### src/logic/bsse_pkg.sv
// Package of constants and types for the branch, skip and shift execution unit
// Functional notes
// - Skip the next instruction when the chosen register bit is zero; 1, 2 or 3 cycles.
// - Skip the next instruction when the chosen register bit is one; PC advances 2 or 3.
// - Skip the next instruction when the chosen I/O bit is zero; flags untouched.
// - Skip the next instruction when the chosen I/O bit is one; flags untouched.
// - Generic branch jumps to PC plus k plus 1 when flag bit s is one.
// - Generic branch jumps to PC plus k plus 1 when flag bit s is zero.
// - Equal branch needs zero flag one; unequal branch needs zero flag zero.
// - Carry one and unsigned lower branch on carry one; others on carry zero.
// - Negative branch needs N one; positive branch needs N zero.
// - Signed greater-or-equal needs N xor V zero; signed less needs it one.
// - Half-carry branches follow H being one or zero.
// - User bit branches follow T being one or zero.
// - Overflow branches follow V being one or zero.
// - Interrupt branches follow the global interrupt enable being one or zero.
// - Flag branches finish in 1 or 2 cycles and change no flag.
// - Shift left fills bit 0 with zero; updates Z, C, N, V, H.
// - Shift right fills bit 7 with zero; updates Z, C, N, V.
// - Rotate left takes old carry into bit 0, bit 7 into carry.
// - Rotate right takes old carry into bit 7, bit 0 into carry.
// - Signed shift right keeps bit 7; updates Z, C, N, V in one cycle.
package bsse_pkg;

  // Status flag word bit positions
  localparam int unsigned FLG_C = 0;
  localparam int unsigned FLG_Z = 1;
  localparam int unsigned FLG_N = 2;
  localparam int unsigned FLG_V = 3;
  localparam int unsigned FLG_S = 4;
  localparam int unsigned FLG_H = 5;
  localparam int unsigned FLG_T = 6;
  localparam int unsigned FLG_I = 7;

  // Reset values of the registered outputs
  localparam logic [7:0] RESULT_RST = 8'h00;
  localparam logic [7:0] FLAGS_RST  = 8'h00;

  // Cycle counts of the single-cycle and multi-cycle cases
  localparam logic [1:0] CYC_ONE       = 2'h1;
  localparam logic [1:0] CYC_BRANCH    = 2'h2;
  localparam logic [1:0] CYC_SKIP_SHORT = 2'h2;
  localparam logic [1:0] CYC_SKIP_LONG = 2'h3;

  // Program counter steps for sequential flow and skips
  localparam int unsigned STEP_SEQ       = 1;
  localparam int unsigned STEP_SKIP_SHORT = 2;
  localparam int unsigned STEP_SKIP_LONG = 3;

  typedef enum logic [5:0] {
    compare_with_borrow_op   = 6'h00,
    compare_immediate_op     = 6'h01,
    skip_reg_bit_zero_op     = 6'h02,
    skip_reg_bit_one_op      = 6'h03,
    skip_io_bit_zero_op      = 6'h04,
    skip_io_bit_one_op       = 6'h05,
    branch_flag_one_op       = 6'h06,
    branch_flag_zero_op      = 6'h07,
    branch_equal_op          = 6'h08,
    branch_unequal_op        = 6'h09,
    branch_carry_one_op      = 6'h0a,
    branch_carry_zero_op     = 6'h0b,
    branch_unsigned_ge_op    = 6'h0c,
    branch_unsigned_lt_op    = 6'h0d,
    branch_negative_op       = 6'h0e,
    branch_positive_op       = 6'h0f,
    branch_signed_ge_op      = 6'h10,
    branch_signed_less_op    = 6'h11,
    branch_halfcarry_one_op  = 6'h12,
    branch_halfcarry_zero_op = 6'h13,
    branch_userbit_one_op    = 6'h14,
    branch_userbit_zero_op   = 6'h15,
    branch_overflow_one_op   = 6'h16,
    branch_overflow_zero_op  = 6'h17,
    branch_irq_on_op         = 6'h18,
    branch_irq_off_op        = 6'h19,
    shift_left_op            = 6'h1a,
    shift_right_op           = 6'h1b,
    rotate_left_op           = 6'h1c,
    rotate_right_op          = 6'h1d,
    signed_shift_right_op    = 6'h1e,
    nibble_swap_op           = 6'h1f,
    flag_force_one_op        = 6'h20,
    flag_force_zero_op       = 6'h21
  } bsse_op_t;

  typedef enum logic [1:0] {
    ST_IDLE = 2'b01,
    ST_EXEC = 2'b10
  } bsse_state_t;

endpackage : bsse_pkg

### src/logic/bsse_exec.sv
// Execution unit for compares, skips, flag branches, shifts, swap and flag force
`timescale 1ns/1ps
`default_nettype none
module bsse_exec
  import bsse_pkg::*;
#(
  parameter int unsigned PC_W = 16
) (
  input  wire logic            ref_clk_in,      // Core clock, 40 MHz
  input  wire logic            nrst_in,         // Async reset, active low
  input  wire logic            start_in,        // Issue pulse, taken when ready
  input  wire bsse_op_t        op_in,           // Operation select
  input  wire logic [7:0]      rd_in,           // Destination register value
  input  wire logic [7:0]      rr_in,           // Source register or constant K
  input  wire logic [2:0]      bit_sel_in,      // Bit index b or flag index s
  input  wire logic [6:0]      offset_in,       // Signed branch offset k
  input  wire logic [PC_W-1:0] pc_in,           // Address of this instruction
  input  wire logic            io_bit_in,       // Value of I/O bit (A,b)
  input  wire logic            next_long_in,    // Following instruction is two words
  input  wire logic [7:0]      status_flags_word_in, // Current status flags
  output logic                 ready_out,       // Can take a new operation
  output logic                 done_out,        // Last cycle of the operation
  output logic [7:0]           result_out,      // Value for Rd
  output logic                 rd_write_out,    // Rd should take result_out
  output logic [7:0]           status_flags_word_out, // New status flags
  output logic [PC_W-1:0]      pc_next_out      // Next program counter
);

  // Subtract flags; chain keeps Z only if the old Z was set
  function automatic logic [7:0] sub_flags(input logic [7:0] a, input logic [7:0] b,
                                           input logic cin, input logic chain,
                                           input logic [7:0] f);
    logic [7:0] r;
    logic [7:0] nf;
    r  = a - b - {7'h00, cin};
    nf = f;
    nf[FLG_H] = (~a[3] & b[3]) | (b[3] & r[3]) | (r[3] & ~a[3]);
    nf[FLG_C] = (~a[7] & b[7]) | (b[7] & r[7]) | (r[7] & ~a[7]);
    nf[FLG_V] = (a[7] & ~b[7] & ~r[7]) | (~a[7] & b[7] & r[7]);
    nf[FLG_N] = r[7];
    nf[FLG_S] = nf[FLG_N] ^ nf[FLG_V];
    nf[FLG_Z] = (r == 8'h00) & (~chain | f[FLG_Z]);
    return nf;
  endfunction : sub_flags

  // Shift flags; S is left alone, H only where the operation updates it
  function automatic logic [7:0] shift_flags(input logic [7:0] r, input logic c,
                                             input logic upd_h, input logic h,
                                             input logic [7:0] f);
    logic [7:0] nf;
    nf = f;
    nf[FLG_Z] = (r == 8'h00);
    nf[FLG_C] = c;
    nf[FLG_N] = r[7];
    nf[FLG_V] = r[7] ^ c;
    if (upd_h) begin
      nf[FLG_H] = h;
    end
    return nf;
  endfunction : shift_flags

  // Branch condition from the operation and the flags
  function automatic logic branch_taken(input bsse_op_t op, input logic [2:0] s,
                                        input logic [7:0] f);
    logic r;
    r = 1'b0;
    unique case (op)
      branch_flag_one_op:       r = f[s];
      branch_flag_zero_op:      r = ~f[s];
      branch_equal_op:          r = f[FLG_Z];
      branch_unequal_op:        r = ~f[FLG_Z];
      branch_carry_one_op,
      branch_unsigned_lt_op:    r = f[FLG_C];
      branch_carry_zero_op,
      branch_unsigned_ge_op:    r = ~f[FLG_C];
      branch_negative_op:       r = f[FLG_N];
      branch_positive_op:       r = ~f[FLG_N];
      branch_signed_ge_op:      r = ~(f[FLG_N] ^ f[FLG_V]);
      branch_signed_less_op:    r = f[FLG_N] ^ f[FLG_V];
      branch_halfcarry_one_op:  r = f[FLG_H];
      branch_halfcarry_zero_op: r = ~f[FLG_H];
      branch_userbit_one_op:    r = f[FLG_T];
      branch_userbit_zero_op:   r = ~f[FLG_T];
      branch_overflow_one_op:   r = f[FLG_V];
      branch_overflow_zero_op:  r = ~f[FLG_V];
      branch_irq_on_op:         r = f[FLG_I];
      branch_irq_off_op:        r = ~f[FLG_I];
      default:                  r = 1'b0;
    endcase
    return r;
  endfunction : branch_taken

  bsse_state_t     state_q;
  logic [1:0]      wait_q;
  logic [1:0]      cycles_d;
  logic            take;
  logic            is_branch;
  logic            is_skip;
  logic            skip_hit;
  logic [PC_W-1:0] offset_ext;
  logic [PC_W-1:0] pc_d;
  logic [7:0]      result_d;
  logic            rd_write_d;
  logic [7:0]      flags_d;
  logic [7:0]      fin;

  assign fin        = status_flags_word_in;
  assign take       = start_in & ready_out;
  assign offset_ext = {{(PC_W-7){offset_in[6]}}, offset_in};
  assign is_branch  = (op_in >= branch_flag_one_op) && (op_in <= branch_irq_off_op);
  assign is_skip    = (op_in >= skip_reg_bit_zero_op) && (op_in <= skip_io_bit_one_op);

  // Skip decision on register or I/O bit
  always_comb begin
    unique case (op_in)
      skip_reg_bit_zero_op: skip_hit = ~rr_in[bit_sel_in];
      skip_reg_bit_one_op:  skip_hit = rr_in[bit_sel_in];
      skip_io_bit_zero_op:  skip_hit = ~io_bit_in;
      skip_io_bit_one_op:   skip_hit = io_bit_in;
      default:              skip_hit = 1'b0;
    endcase
  end

  // Next PC and cycle count; flow ops never touch the flags
  always_comb begin
    pc_d     = pc_in + PC_W'(STEP_SEQ);
    cycles_d = CYC_ONE;
    if (is_skip && skip_hit) begin
      pc_d     = pc_in + (next_long_in ? PC_W'(STEP_SKIP_LONG) : PC_W'(STEP_SKIP_SHORT));
      cycles_d = next_long_in ? CYC_SKIP_LONG : CYC_SKIP_SHORT;
    end else if (is_branch && branch_taken(op_in, bit_sel_in, fin)) begin
      pc_d     = pc_in + offset_ext + PC_W'(STEP_SEQ);
      cycles_d = CYC_BRANCH;
    end
  end

  // Data path for shifts, compares, swap and flag force
  always_comb begin
    result_d   = rd_in;
    rd_write_d = 1'b0;
    flags_d    = fin;
    unique case (op_in)
      compare_with_borrow_op: flags_d = sub_flags(rd_in, rr_in, fin[FLG_C], 1'b1, fin);
      compare_immediate_op:   flags_d = sub_flags(rd_in, rr_in, 1'b0, 1'b0, fin);
      shift_left_op: begin
        result_d   = {rd_in[6:0], 1'b0};
        rd_write_d = 1'b1;
        flags_d    = shift_flags(result_d, rd_in[7], 1'b1, rd_in[3], fin);
      end
      shift_right_op: begin
        result_d   = {1'b0, rd_in[7:1]};
        rd_write_d = 1'b1;
        flags_d    = shift_flags(result_d, rd_in[0], 1'b0, 1'b0, fin);
      end
      rotate_left_op: begin
        result_d   = {rd_in[6:0], fin[FLG_C]};
        rd_write_d = 1'b1;
        flags_d    = shift_flags(result_d, rd_in[7], 1'b1, rd_in[3], fin);
      end
      rotate_right_op: begin
        result_d   = {fin[FLG_C], rd_in[7:1]};
        rd_write_d = 1'b1;
        flags_d    = shift_flags(result_d, rd_in[0], 1'b0, 1'b0, fin);
      end
      signed_shift_right_op: begin
        result_d   = {rd_in[7], rd_in[7:1]};
        rd_write_d = 1'b1;
        flags_d    = shift_flags(result_d, rd_in[0], 1'b0, 1'b0, fin);
      end
      nibble_swap_op: begin
        result_d   = {rd_in[3:0], rd_in[7:4]};
        rd_write_d = 1'b1;
      end
      flag_force_one_op:  flags_d[bit_sel_in] = 1'b1;
      flag_force_zero_op: flags_d[bit_sel_in] = 1'b0;
      default: flags_d = fin;
    endcase
  end

  // Sequencer; a new op is only taken once the last one has finished
  always_ff @(posedge ref_clk_in or negedge nrst_in) begin
    if (!nrst_in) begin
      state_q <= ST_IDLE;
      wait_q  <= 2'h0;
    end else begin
      unique case (state_q)
        ST_IDLE: begin
          if (take) begin
            state_q <= ST_EXEC;
            wait_q  <= cycles_d - 2'h1;
          end
        end
        ST_EXEC: begin
          if (wait_q == 2'h0) begin
            state_q <= ST_IDLE;
          end else begin
            wait_q <= wait_q - 2'h1;
          end
        end
        default: begin
          state_q <= ST_IDLE;
          wait_q  <= 2'h0;
        end
      endcase
    end
  end

  // Results are latched at issue and held until the next issue
  always_ff @(posedge ref_clk_in or negedge nrst_in) begin
    if (!nrst_in) begin
      result_out            <= RESULT_RST;
      rd_write_out          <= 1'b0;
      status_flags_word_out <= FLAGS_RST;
      pc_next_out           <= '0;
    end else if (take) begin
      result_out            <= result_d;
      rd_write_out          <= rd_write_d;
      status_flags_word_out <= flags_d;
      pc_next_out           <= pc_d;
    end
  end

  // Handshake is combinational from state_q and wait_q; issue can come in the cycle after done, not in it
  assign ready_out = (state_q == ST_IDLE);
  assign done_out  = (state_q == ST_EXEC) && (wait_q == 2'h0);
endmodule : bsse_exec
`default_nettype wire

### config.mk
export PLATFORM = sky130hd
export DESIGN_NAME = bsse_exec
export DESIGN_NICKNAME = d
export VERILOG_FILES = /design/src/logic/bsse_pkg.sv /design/src/logic/bsse_exec.sv
export SDC_FILE = /design/constraint.sdc
export NUM_CORES = 1
export LEC_CHECK = 0
export CAP_MARGIN = 20
export CORE_AREA = 3 3 84 118
export CTS_CLUSTER_SIZE = 30
export DETAILED_ROUTE_END_ITERATION = 8
export DIE_AREA = 0 0 87 121
export DONT_BUFFER_PORTS = 1
export GPL_ROUTABILITY_DRIVEN = 0
export HOLD_SLACK_MARGIN = 0.03
export PLACE_DENSITY_LB_ADDON = 0.05
export REMOVE_ABC_BUFFERS = 1
export SLEW_MARGIN = 5
export SYNTH_ARGS = -nofsm -noshare
export SYNTH_HDL_FRONTEND = slang
export SYNTH_SLANG_ARGS = --single-unit
### constraint.sdc
create_clock -name ref_clk_in -period 2.3 [get_ports ref_clk_in]
set_clock_uncertainty 0.1 [all_clocks]
set_input_delay 0.115 -clock ref_clk_in [delete_from_list [all_inputs] [get_ports ref_clk_in]]
set_output_delay 0.115 -clock ref_clk_in [all_outputs]
set_load 0.03 [all_outputs]
Yosys cells after proc, flatten, opt, wreduce, memory -nomap -nowiden
Index checks and enable logic that the tools add are counted.

cells by class
  $add $sub $neg = 8
  order comparisons = 6
  eq/ne operators = 38
  muxes and demuxes = 24
  bitwise gates (word level) = 52
  reductions and logical operators = 20

operators by type and width
  operator                                       number
  == test 6 x 5 -> 1 bit, second input constant  16
  one-hot mux 8 bit (9 select lines)             1
  == test 6 x 4 -> 1 bit, second input constant  8
  one-hot mux 8 bit (6 select lines)             1
  logical NOT 8 bit                              5
  adder 16 x 1 -> 16 bit, second input constant  2
  two-way mux 16 bit                             2
  == test 6 x 3 -> 1 bit, second input constant  4
  one-hot mux 1 bit (18 select lines)            1
  bitwise AND 1 bit                              17
  adder 16 bit                                   1
  adder 16 x 2 -> 16 bit                         1
  inverter 1 bit                                 16
  logical NOT 7 bit                              2
  == test 6 x 2 -> 1 bit, second input constant  2
  == test 6 bit, second input constant           2
  two-way mux 2 bit                              6
  OR 1 bit                                       10
  bitwise AND 8 bit                              1
  inverter 8 bit                                 1
  OR 8 bit                                       1
  one-hot mux 2 bit (2 select lines)             2
  subtractor 8 x 1 -> 8 bit                      1
  subtractor 8 bit                               1
  23 further kinds                               44

word-level totals
  bits in registers = 37
  bits of input ports = 61
  output and inout bits = 35
  word-level logic and storage cells = 154

Longest topological paths before layout
Gate-level depths: netlist (run 1).

  depth after elaboration = 12
  mapped depth = 14
  gate-level depth less buffers = 13

Worst setup path before layout (run 1)
OpenSTA, ideal clock, no wires.

  path type = input port to flip-flop
  from = in rd_in[0]
  to = reg status_flags_word_out[1]
  library setup time = 0.066 ns
  data arrival time = 2.640 ns
  required time = 2.134 ns
  setup slack = -0.506 ns
  stages on the path = 12
  buffers on the path = 1
  cell sequence = clkbuf_1 > inv_1 > ha_1 > nor2b_1 > o21ai_0 > nor2b_1 > fa_1 > xnor2_1 > or4b_2 > o21ai_0 > and2_1 > o32a_1

on the way
  cells in the longest elaborated chain, start to end = 5
  elaborated cells on any way between the ends = 8
  classes of those cells = add/sub (2); mux (1); bitwise (1); reduce/logical (4)

RTL lines
  item                                  RTL line          text
  from (decl)                           bsse_exec.sv:13   input wire logic [7:0] rd_in,
  subtractor 8 bit                      bsse_exec.sv:35   r = a - b - {7'h00, cin};
  subtractor 8 x 1 -> 8 bit             bsse_exec.sv:35
  logical NOT 8 bit                     bsse_exec.sv:42   nf[FLG_Z] = (r == 8'h00) & (~chain | f[FLG_Z]);
  bitwise AND 1 bit                     bsse_exec.sv:42
  one-hot mux 8 bit (9 select lines) *  bsse_exec.sv:142  unique case (op_in)
  to (signal assigned)                  bsse_exec.sv:218  status_flags_word_out <= flags_d;
  to (decl)                             bsse_exec.sv:25   output logic [7:0] status_flags_word_out,

Every way passes the cells marked *; elsewhere a longest branch is shown, timed or not.
A chain may end at the register's enable or synchronous reset.

Final worst setup path (run 1)
  from = in rd_in[0]
  to = reg status_flags_word_out[4]

on the way
  cells in the longest elaborated chain, start to end = 7
  elaborated cells on any way between the ends = 13
  classes of those cells = add/sub (2); mux (1); bitwise (10)

RTL lines
  item                                  RTL line          text
  subtractor 8 bit *                    bsse_exec.sv:35
  subtractor 8 x 1 -> 8 bit             bsse_exec.sv:35
  inverter 1 bit                        bsse_exec.sv:39   nf[FLG_V] = (a[7] & ~b[7] & ~r[7]) | (~a[7] & b[7] & r[7]);
  bitwise AND 1 bit                     bsse_exec.sv:39
  OR 1 bit                              bsse_exec.sv:39
  XOR 1 bit                             bsse_exec.sv:41   nf[FLG_S] = nf[FLG_N] ^ nf[FLG_V];
  one-hot mux 8 bit (9 select lines) *  bsse_exec.sv:142

Marked as above.

==> impl_metrics.json, run 1 <==
{
  "p_leak_uw": 0.00241,
  "grt_pass1_wl_um": 23700,
  "r2r_setup_slack_ns": 0.08,
  "rr_startpoint": "state_q[0]",
  "layout_common_cells": "65 x nand2_1, 65 x buf_4, 54 x nor2_1",
  "cts_buffers": 5,
  "io_pins": 96,
  "fin_crit_sh_pct": 99.1,
  "slew_headroom_pct": 58.5,
  "power_density_nw_per_um2": 725,
  "rows": 41,
  "worstPathCellList": "inv_1 > ha_4 > buf_6 > fa_2 > nor2b_2 > o21ai_2 > and3_4 > nor3_4 > nand4_1 > xor2_4 > o211a_1 > a31oi_1",
  "yosysWarnings": 0,
  "synth_top_family_by_area": "compound AO/OA/AOI/OAI gates",
  "area_growth_pct": 29.6,
  "cts_buffer_depth": 2,
  "synth_xor_area_share_pct": 8.34,
  "ant_nets": 0,
  "clk-insertion-delay-late_ns": 0.28,
  "vias_per_cell": 6.31,
  "slowest_delay_ns": 0.38,
  "worstPathMaxFanout": 7,
  "async_reset_ff_share_pct": 100,
  "worst_pin_slew_ns": 0.618,
  "cts_tree": "yes",
  "routed_wl_um": 15100,
  "reg2regPathDepth": 6,
  "synthCells": 574,
  "dr_total_vias": 4819,
  "syn-cell-area_um2": 4410,
  "timing.hold.ws_ns": 0.0375,
  "r2r_end": "status_flags_word_out[6]",
  "syn_avg_cell_area_um2": 7.69,
  "port_buffers": 0,
  "grt_max_degree": 38,
  "synth_compound_area_share_pct": 26.4,
  "finalSetupViolCount": 0,
  "critPathLaunch": "rd_in[0]",
  "grt_overflow": 0,
  "yosys.area_share.adder_pct": 10.9,
  "fin_area_um2": 5720,
  "status": "finished, final reports clean",
  "critPathKind": "primary input to flop",
  "placed_area_um2": 4850,
  "wire_per_inst_um": 19.8,
  "arrival_ns": 2.38,
  "track_usage_pct": 28.2,
  "maxCapViolCount": 0,
  "hold_class": "primary input to flop",
  "cp_top_family": "simple AND/OR/NAND/NOR gates",
  "cts.sinks": 37,
  "synthSimpleGateAreaFrac_pct": 23.9,
  "timing.fmax_mhz": 439,
  "drtIter0Drc": 353,
  "crit_required_ns": 2.40,
  "tns_ns": 0,
  "die_y_um": 121,
  "synth_mux_area_share_pct": 4.51,
  "ys.flop_type": "dfrtp_1",
  "hpwlAfterDp_um": 10900,
  "clk_pin_slew_worst_paths_ns": 0.06,
  "dieArea_um2": 10500,
  "antenna_found_initial": 0,
  "grt_pass1_vias": 4800,
  "drive_gt1_share_pct": 19.3,
  "peakVddDrop_mv": 0.618,
  "maxSlewViolCount": 0,
  "core-area_um2": 8980,
  "rsz0062_at_grt": "yes",
  "synth_edf_count": 0,
  "start_util_pct": 49.2,
  "drt_pass1_iterations": 6,
  "seq_area_frac_synth_pct": 21.0,
  "worstSetupEndpoint": "status_flags_word_out[4]",
  "synth.distinct_cells": 66,
  "end_kind": "flop",
  "fin_cells": 764,
  "crit_cells": 12,
  "antenna_cells": 0,
  "min_period_ns": 2.28,
  "hold_viol": 0,
  "nets": 753,
  "start_kind": "primary input",
  "worst-path-buf-inv": 2,
  "fillerInstances": 780,
  "drc_errors": 0,
  "crit_slowest_cell": "fa_2",
  "root_buffer": "clkbuf_16",
  "ys_seq_elements": 37,
  "cts_htree_levels": 2,
  "dp.cells": 707,
  "fp.dieW_um": 87
}
## per-layer routing
layer | vias up | part of all wire [%] | global-route usage, %
li1 | 2273 | - | -
met5 | - | 0 | 0
met1 | 2279 | 35 | 30.1
met3 | 48 | 6.7 | 4.21
met4 | 0 | 4.8 | 12.9
met2 | 219 | 53 | 52.9
## area by class of cell
cell class / instances / area, um^2 / area share [%]
Multi-Input combinational cell: 481 / 3510 / 61.3
Sequential cell: 37 / 927 / 16.2
Timing Repair Buffer: 103 / 883 / 15.4
Clock buffer: 7 / 143 / 2.49
Tap cell: 107 / 134 / 2.34
Inverter: 28 / 118 / 2.06
Clock inverter: 1 / 7.51 / 0.131
## how the worst min path moves through the flow
stage	startpoint	cells past startpoint	slack, ns	to
after global placement	nrst_in	0	-0.28	result_out[5]
after global routing	pc_in[13]	3	0.05	pc_next_out[13]
after detailed placement	nrst_in	0	-0.28	result_out[5]
after floorplan	nrst_in	0	-0.28	pc_next_out[0]
after CTS	pc_in[13]	3	0.03	pc_next_out[13]
final	pc_in[13]	3	0.04	pc_next_out[13]
## timing repair
| item | CTS | global route |
|---|---|---|
| gates resized for setup | 23 | 36 |
| hold buffers | 34 | 0 |
| setup endpoints to repair | 7 | 9 |
| buffers inserted | 10 | 6 |
| pin swaps | 11 | 28 |
| endpoints found under the hold margin | 63 | 0 |
## state kept, by name (all words and copies together) (netlist names)
name	count
rd_write_out	1
status_flags_word_out	8
pc_next_out	16
wait_q	2
result_out	8
state_q	2
## worst register-to-register path, cell delays in order, from the launching register on
cell           delay, ns
dfstp_2             0.53
ha_1                0.23
and2_1              0.27
buf_4               0.27
nor2_1              0.06
a31oi_1             0.14
dlygate4sd3_1       0.56
## per-stage QoR
step	utilization [%]	power (uW)	worst slack (ns)
6_report	63.7	4150	0.0209
5_1_grt	63.7	4440	-0.114
3_3_place_gp	54.0	3090	-0.553
4_1_cts	61.3	4070	-0.0327
2_1_floorplan	-	2630	-0.409
3_5_place_dp	54.0	3120	-0.608
## power by group
group	switching (uW)	internal, uW	leakage, uW
Combinational	839	850	0.00190
Clock	277	432	0.0000701
Sequential	803	947	0.000440
Total	1920	2230	0.00241
## cells by family (layout without fill, tap and decap cells)
| group | Yosys count | after routing |
|---|---|---|
| simple gates | 214 | 214 |
| compound gates | 171 | 171 |
| buf+inv | 56 | 139 |
| xor+xnor | 42 | 42 |
| flops | 37 | 37 |
| fa+ha+maj | 36 | 36 |
| mux | 18 | 18 |
## cell usage after synthesis (4+ instances only)
library cell  instances  area [um^2]
o21ai_0              39          195
xnor2_1              26          228
a21oi_1              31          155
fa_1                  4         80.1
o22ai_1               5         31.3
o211ai_1              5         37.5
a211oi_1              9         67.6
o21ai_1               4         20.0
or3_1                 7         43.8
o31ai_1               5         37.5
a221o_1               5         50.1
nor2b_1              11         68.8
a22o_1                4         35.0
a31oi_1              17          106
nand4_1               6         37.5
nand3b_1              4         30.0
mux2i_1              12          120
and2_1                7         43.8
inv_1                27          101
nor2_1               54          203
mux2_2                4         45.0
buf_1                 4         15.0
nand2b_1              6         37.5
a21o_1                4         30.0
ha_1                 32          400
and3_1                8         50.1
buf_2                 4         20.0
dfrtp_1              36          901
clkbuf_1             19         71.3
nand2_1              66          248
a221oi_1              5         43.8
a222oi_1              7         70.1
xor2_1               16          140
nor3b_1               4         30.0
o21a_1                5         37.5
nand3_1              15         75.1
nor3_1               10         50.1
Power figures use the tool's default switching activity.
==> run 2: changes to the inputs <==
BUFFER_PORTS_ARGS = -buffer_cell sky130_fd_sc_hd__buf_2   (was default)
DONT_BUFFER_PORTS = default   (was 1)
TNS_END_PERCENT = 50   (was default)
clock period = 2.2 ns   (was 2.3 ns; I/O delays follow)
==> run 2 against run 1 <==
Compared with the run above:
- the run now ends with negative setup slack left
- sequential share of layout area down 2.1 points
- final cell count increased by 18%
- register-to-register slack better by 0.13 ns
- core utilization increased by 9.7 points
- global-route usage increased by 1.7 points
- final area increased by 15%
- worst hold slack worse by 0.0055 ns
- critical path depth is 1 higher
- clock-buffer cell count unchanged
- via count rose by 13%
- flip-flop and latch count unchanged
==> impl_metrics.json, run 2 (synthesized netlist as in run 1, its figures left out) <==
{
  "core-area_um2": 8980,
  "largest_register_ffs": 16,
  "maxSlewViolCount": 0,
  "finalPower_uw": 4900,
  "start_kind": "primary input",
  "layout_common_cells": "134 x buf_4, 90 x buf_2, 65 x nand2_1",
  "arrival_ns": 2.60,
  "root_buffer": "clkbuf_16",
  "fin_crit_sh_pct": 114,
  "cts_tree": "yes",
  "grt_pass1_vias": 5446,
  "rows": 41,
  "peakVddDrop_mv": 0.781,
  "clk-insertion-delay-late_ns": 0.29,
  "crit_required_ns": 2.30,
  "worstPathMaxFanout": 5,
  "cts_buffers": 5,
  "crit_slowest_cell": "fa_2",
  "worst_pin_slew_ns": 0.918,
  "drc_errors": 0,
  "p_leak_uw": 0.00307,
  "critPathKind": "primary input to flop",
  "drtIter0Drc": 485,
  "slew_headroom_pct": 38.8,
  "r2r_setup_slack_ns": 0.21,
  "cts.sinks": 37,
  "hold_viol": 0,
  "wire_per_inst_um": 18.2,
  "fin_cells": 902,
  "grt_max_degree": 38,
  "antenna_found_initial": 1,
  "end_kind": "flop",
  "clk_pin_slew_worst_paths_ns": 0.06,
  "drt_pass1_iterations": 6,
  "post-route-util_pct": 73.4,
  "power_density_nw_per_um2": 745,
  "violations": "negative setup slack",
  "min_period_ns": 2.51,
  "grt_pass1_wl_um": 25200,
  "hpwlAfterDp_um": 11900,
  "dieArea_um2": 10500,
  "nets": 890,
  "vias_per_cell": 6.06,
  "start_util_pct": 49.2,
  "cts_buffer_depth": 2,
  "fp.dieW_um": 87,
  "regMostFlops": "pc_next_out",
  "hold_class": "primary input to flop",
  "die_y_um": 121,
  "worstPathCellList": "buf_2 > inv_1 > ha_2 > buf_4 > fa_2 > nor2b_2 > o21ai_2 > and3_4 > nor3_2 > nand4_1 > xor2_4 > o211a_1 > a31oi_1",
  "fillerInstances": 688,
  "area_growth_pct": 49.2,
  "cts_htree_levels": 2,
  "track_usage_pct": 30.0,
  "ant_nets": 0,
  "top_regs": "pc_next_out (16), result_out (8), status_flags_word_out (8)",
  "rsz0062_at_grt": "yes",
  "fin_ws_ns": -0.307,
  "routed_wl_um": 16500,
  "io_pins": 96,
  "finalSetupViolCount": 10,
  "status": "finished with violations",
  "dp.cells": 873,
  "timing.fmax_mhz": 399,
  "drive_gt1_share_pct": 38.8,
  "port_buffers": 95,
  "grt_overflow": 0,
  "dr_total_vias": 5463,
  "maxCapViolCount": 0,
  "layout_commonest_cell": "buf_4",
  "slowest_delay_ns": 0.41
}
-- run 2: cell types whose count changed in the layout (fill, tap and decap cells not counted), sizes merged --
cell	change
diode	+1
buf	+167
bufinv	+1
clkinvlp	-1
dlygate4sd3	-32
clkbuf	+2
-- run 2: power by group --
group / switching (uW) / internal [uW]
Combinational: 1720 / 1120
Sequential: 198 / 1000
Clock: 297 / 567
Total: 2220 / 2690
-- run 2: stage by stage --
step / cell area (um^2) / TNS, ns / hold WS (ns) / worst slack [ns]
CTS: 6320 / -1.25 / 0.0301 / -0.272
floorplan: 4300 / -6.32 / -0.286 / -0.504
global route: 6590 / -2.60 / 0.0542 / -0.389
global placement: 5890 / -9.40 / 0.174 / -0.778
detailed placement: 5890 / -9.29 / 0.201 / -0.816
finish: 6590 / -1.44 / 0.0321 / -0.307
-- run 2: what timing repair did --
action                     4_1_cts  5_1_grt
setup buffers                   10        9
gates resized for setup         41       35
setup endpoints to repair       21       22
hold buffers                     1        0
pin swaps                       18       27
cloned                           0        2
hold endpoints to repair        36        0
-- run 2: path summary, 6_finish.rpt --
path | start | endpoint | depth (start not counted)
setup / recovery | rd_in[0] | status_flags_word_out[3] | 13
hold / removal | status_flags_word_in[5] | status_flags_word_out[5] | 3
setup reg to reg | state_q[0] | pc_next_out[14] | 5
hold reg to reg | pc_next_out[4] | pc_next_out[4] | 2
max in group asynchronous | nrst_in | pc_next_out[14] | 2
min in group asynchronous | nrst_in | result_out[6] | 2
-- run 2: critical path, delay by kind of cell --
family | cells | cell delay, ns
buf+inv | 3 | 0.27
fa+ha+maj | 2 | 0.61
xor+xnor | 1 | 0.27
compound gates | 3 | 0.56
simple gates | 4 | 0.77
-- run 2: per-layer routing --
layer / part of all wire [%] / wire [um] / GRT usage (%)
met4: 4.7 / 777 / 15.0
met3: 6.0 / 988 / 3.87
met1: 35 / 5750 / 31.7
met2: 54 / 8940 / 56.3
met5: 0 / 0 / 0
-- run 2: layout make-up --
| cell class | instances | area (um^2) | share of cell area (%) |
|---|---|---|---|
| diodes | 1 | 2.50 | 0.0380 |
| clock buffers | 7 | 143 | 2.17 |
| clock inverters | 1 | 30.0 | 0.456 |
| inverters | 28 | 108 | 1.63 |
| multi-input cells | 481 | 3550 | 53.9 |
| flip-flops and latches | 37 | 927 | 14.1 |
| well taps | 107 | 134 | 2.03 |
| repair buffers | 240 | 1690 | 25.7 |
==> run 3: changes to the inputs <==
ABC_AREA = 0   (was default)
SKIP_LAST_GASP = 1   (was default)
==> run 3 against run 2 <==
Compared with the run above:
- the flow still finishes with violations (negative setup slack)
- largest cell class unchanged
- final area fell by 0.25%
- flip-flop and latch count did not move
- worst hold slack improved by 0.0020 ns
- highest routed layer unchanged
- non-clock buffer count stayed put
- global-route usage shrank 0.056 points
- die area did not move
- register-to-register slack hardly changed
- maximum frequency shrank 1.1%
- first-iteration DRC count is 3.5% higher
==> impl_metrics.json, run 3 (synthesized netlist as in run 1, its figures left out) <==
{
  "fin_crit_sh_pct": 115,
  "cp_top_family": "simple AND/OR/NAND/NOR gates",
  "root_buffer": "clkbuf_16",
  "grt_max_degree": 38,
  "finalSetupViolCount": 10,
  "drtIter0Drc": 502,
  "slew_headroom_pct": 38.6,
  "ant_nets": 0,
  "antenna_found_initial": 1,
  "tns_ns": -1.48,
  "routed_wl_um": 16400,
  "cts_buffers": 5,
  "layout_common_cells": "133 x buf_4, 91 x buf_2, 65 x nand2_1",
  "slowest_delay_ns": 0.41,
  "start_kind": "primary input",
  "port_buffers": 95,
  "multi_input_area_um2": 3530,
  "nets": 890,
  "fin_area_um2": 6570,
  "seqCellArea_um2": 927,
  "track_usage_pct": 29.9,
  "hold_viol": 0,
  "largest_register_ffs": 16,
  "clk_pin_slew_worst_paths_ns": 0.06,
  "worstPathMaxFanout": 5,
  "drive_gt1_share_pct": 38.4,
  "worstPathCellList": "buf_2 > inv_1 > ha_2 > buf_4 > fa_2 > nor2b_2 > o21ai_2 > and3_4 > nor3_2 > nand4_1 > xor2_4 > o211a_1 > a31oi_1",
  "reg2regPathDepth": 5,
  "holdPathEnd": "status_flags_word_out[5]",
  "fin_ws_ns": -0.336,
  "rr_startpoint": "state_q[0]",
  "pre_cts_ws_ns": -0.816,
  "grt_overflow": 0,
  "finalPower_uw": 4900,
  "arrival_ns": 2.63,
  "drc_errors": 0,
  "placed_area_um2": 5890,
  "maxSlewViolCount": 0,
  "peakVddDrop_mv": 0.781,
  "p_leak_uw": 0.00307,
  "grt_pass1_wl_um": 25100,
  "hold_class": "primary input to flop",
  "start_util_pct": 49.2,
  "grt_pass1_vias": 5440,
  "post-route-util_pct": 73.2,
  "crit_slowest_cell": "fa_2",
  "layout_commonest_cell": "buf_4",
  "violations": "negative setup slack",
  "end_kind": "flop",
  "vias_per_cell": 6.01,
  "area_growth_pct": 48.9,
  "clk-insertion-delay-late_ns": 0.29,
  "rows": 41,
  "worst-path-buf-inv": 3,
  "timing.fmax_mhz": 394,
  "rsz0062_at_grt": "yes",
  "r2r_end": "pc_next_out[14]",
  "dieArea_um2": 10500,
  "core-area_um2": 8980,
  "min_path_cells": 3,
  "io_pins": 96,
  "hpwlAfterDp_um": 11900,
  "drt_pass1_iterations": 8,
  "hold_start": "status_flags_word_in[5]",
  "dr_total_vias": 5418,
  "status": "finished with violations",
  "die_y_um": 121,
  "power_density_nw_per_um2": 746,
  "crit_required_ns": 2.29,
  "fp.dieW_um": 87,
  "cts_buffer_depth": 2,
  "top_regs": "pc_next_out (16), result_out (8), status_flags_word_out (8)",
  "regMostFlops": "pc_next_out",
  "maxCapViolCount": 0,
  "cts.sinks": 37,
  "worst_pin_slew_ns": 0.921,
  "cts_htree_levels": 2,
  "cts_tree": "yes",
  "wire_per_inst_um": 18.2,
  "min_period_ns": 2.54,
  "fillerInstances": 689,
  "critPathKind": "primary input to flop",
  "r2r_setup_slack_ns": 0.21
}
==> run 3: cell count changes in the layout (fill, tap and decap cells not counted) <==
cell and delta:
a21oi_1 +1, buf_4 -1, buf_2 +1, a21oi_2 -1
a211oi_2 -1, a211oi_1 +1, nor3_2 -1, nor3_1 +1
==> run 3: final cells by class <==
type / count / share of cell area (%)
Sequential cell: 37 / 14.1
Multi-Input combinational cell: 481 / 53.8
Clock buffer: 7 / 2.17
Antenna cell: 1 / 0.0381
Inverter: 28 / 1.64
Tap cell: 107 / 2.04
Timing Repair Buffer: 240 / 25.7
Clock inverter: 1 / 0.457
==> run 3: worst max-delay path by stage <==
stage | from | endpoint | slack, ns | cells past startpoint
2_1_floorplan | rr_in[1] | status_flags_word_out[1] | -0.50 | 11
3_3_place_gp | rr_in[1] | status_flags_word_out[1] | -0.78 | 12
3_5_place_dp | rr_in[1] | status_flags_word_out[1] | -0.82 | 12
4_1_cts | rr_in[1] | status_flags_word_out[3] | -0.27 | 12
5_1_grt | rd_in[0] | status_flags_word_out[3] | -0.39 | 13
6_report | rd_in[0] | status_flags_word_out[3] | -0.34 | 13
==> run 3: timing repair <==
item                       4_1_cts  5_1_grt
setup buffers                   10        9
setup endpoints to repair       21       22
hold endpoints to repair        36        0
gates resized for setup         40       32
gates cloned                     0        2
pin swaps                       17       27
hold buffers                     1        0
==> run 3: stage by stage <==
step           hold slack [ns]  instances
2_1_floorplan           -0.286        546
3_3_place_gp             0.174        873
5_1_grt                 0.0542        902
3_5_place_dp             0.201        873
6_report                0.0340        902
4_1_cts                 0.0301        891
==> run 3: routing by layer <==
| metal | routed length (um) | GRT usage (%) | vias to the layer above |
|---|---|---|---|
| li1 | - | - | 2548 |
| met1 | 5770 | 31.7 | 2537 |
| met2 | 8930 | 56.1 | 262 |
| met3 | 975 | 3.87 | 71 |
| met4 | 741 | 15.0 | 0 |
| met5 | 0 | 0 | - |
==> run 3: power by group <==
group          internal (uW)  leakage (uW)  switching [uW]
Combinational           1120       0.00254            1720
Sequential              1000      0.000440             199
Clock                    567     0.0000841             298
Total                   2680       0.00307            2220
==> run 3: tightest hold or removal path, delay by kind of cell <==
family | cells | cell delay (ns)
AO/OA/AOI/OAI | 2 | 0.14
buffers and inverters | 1 | 0.13
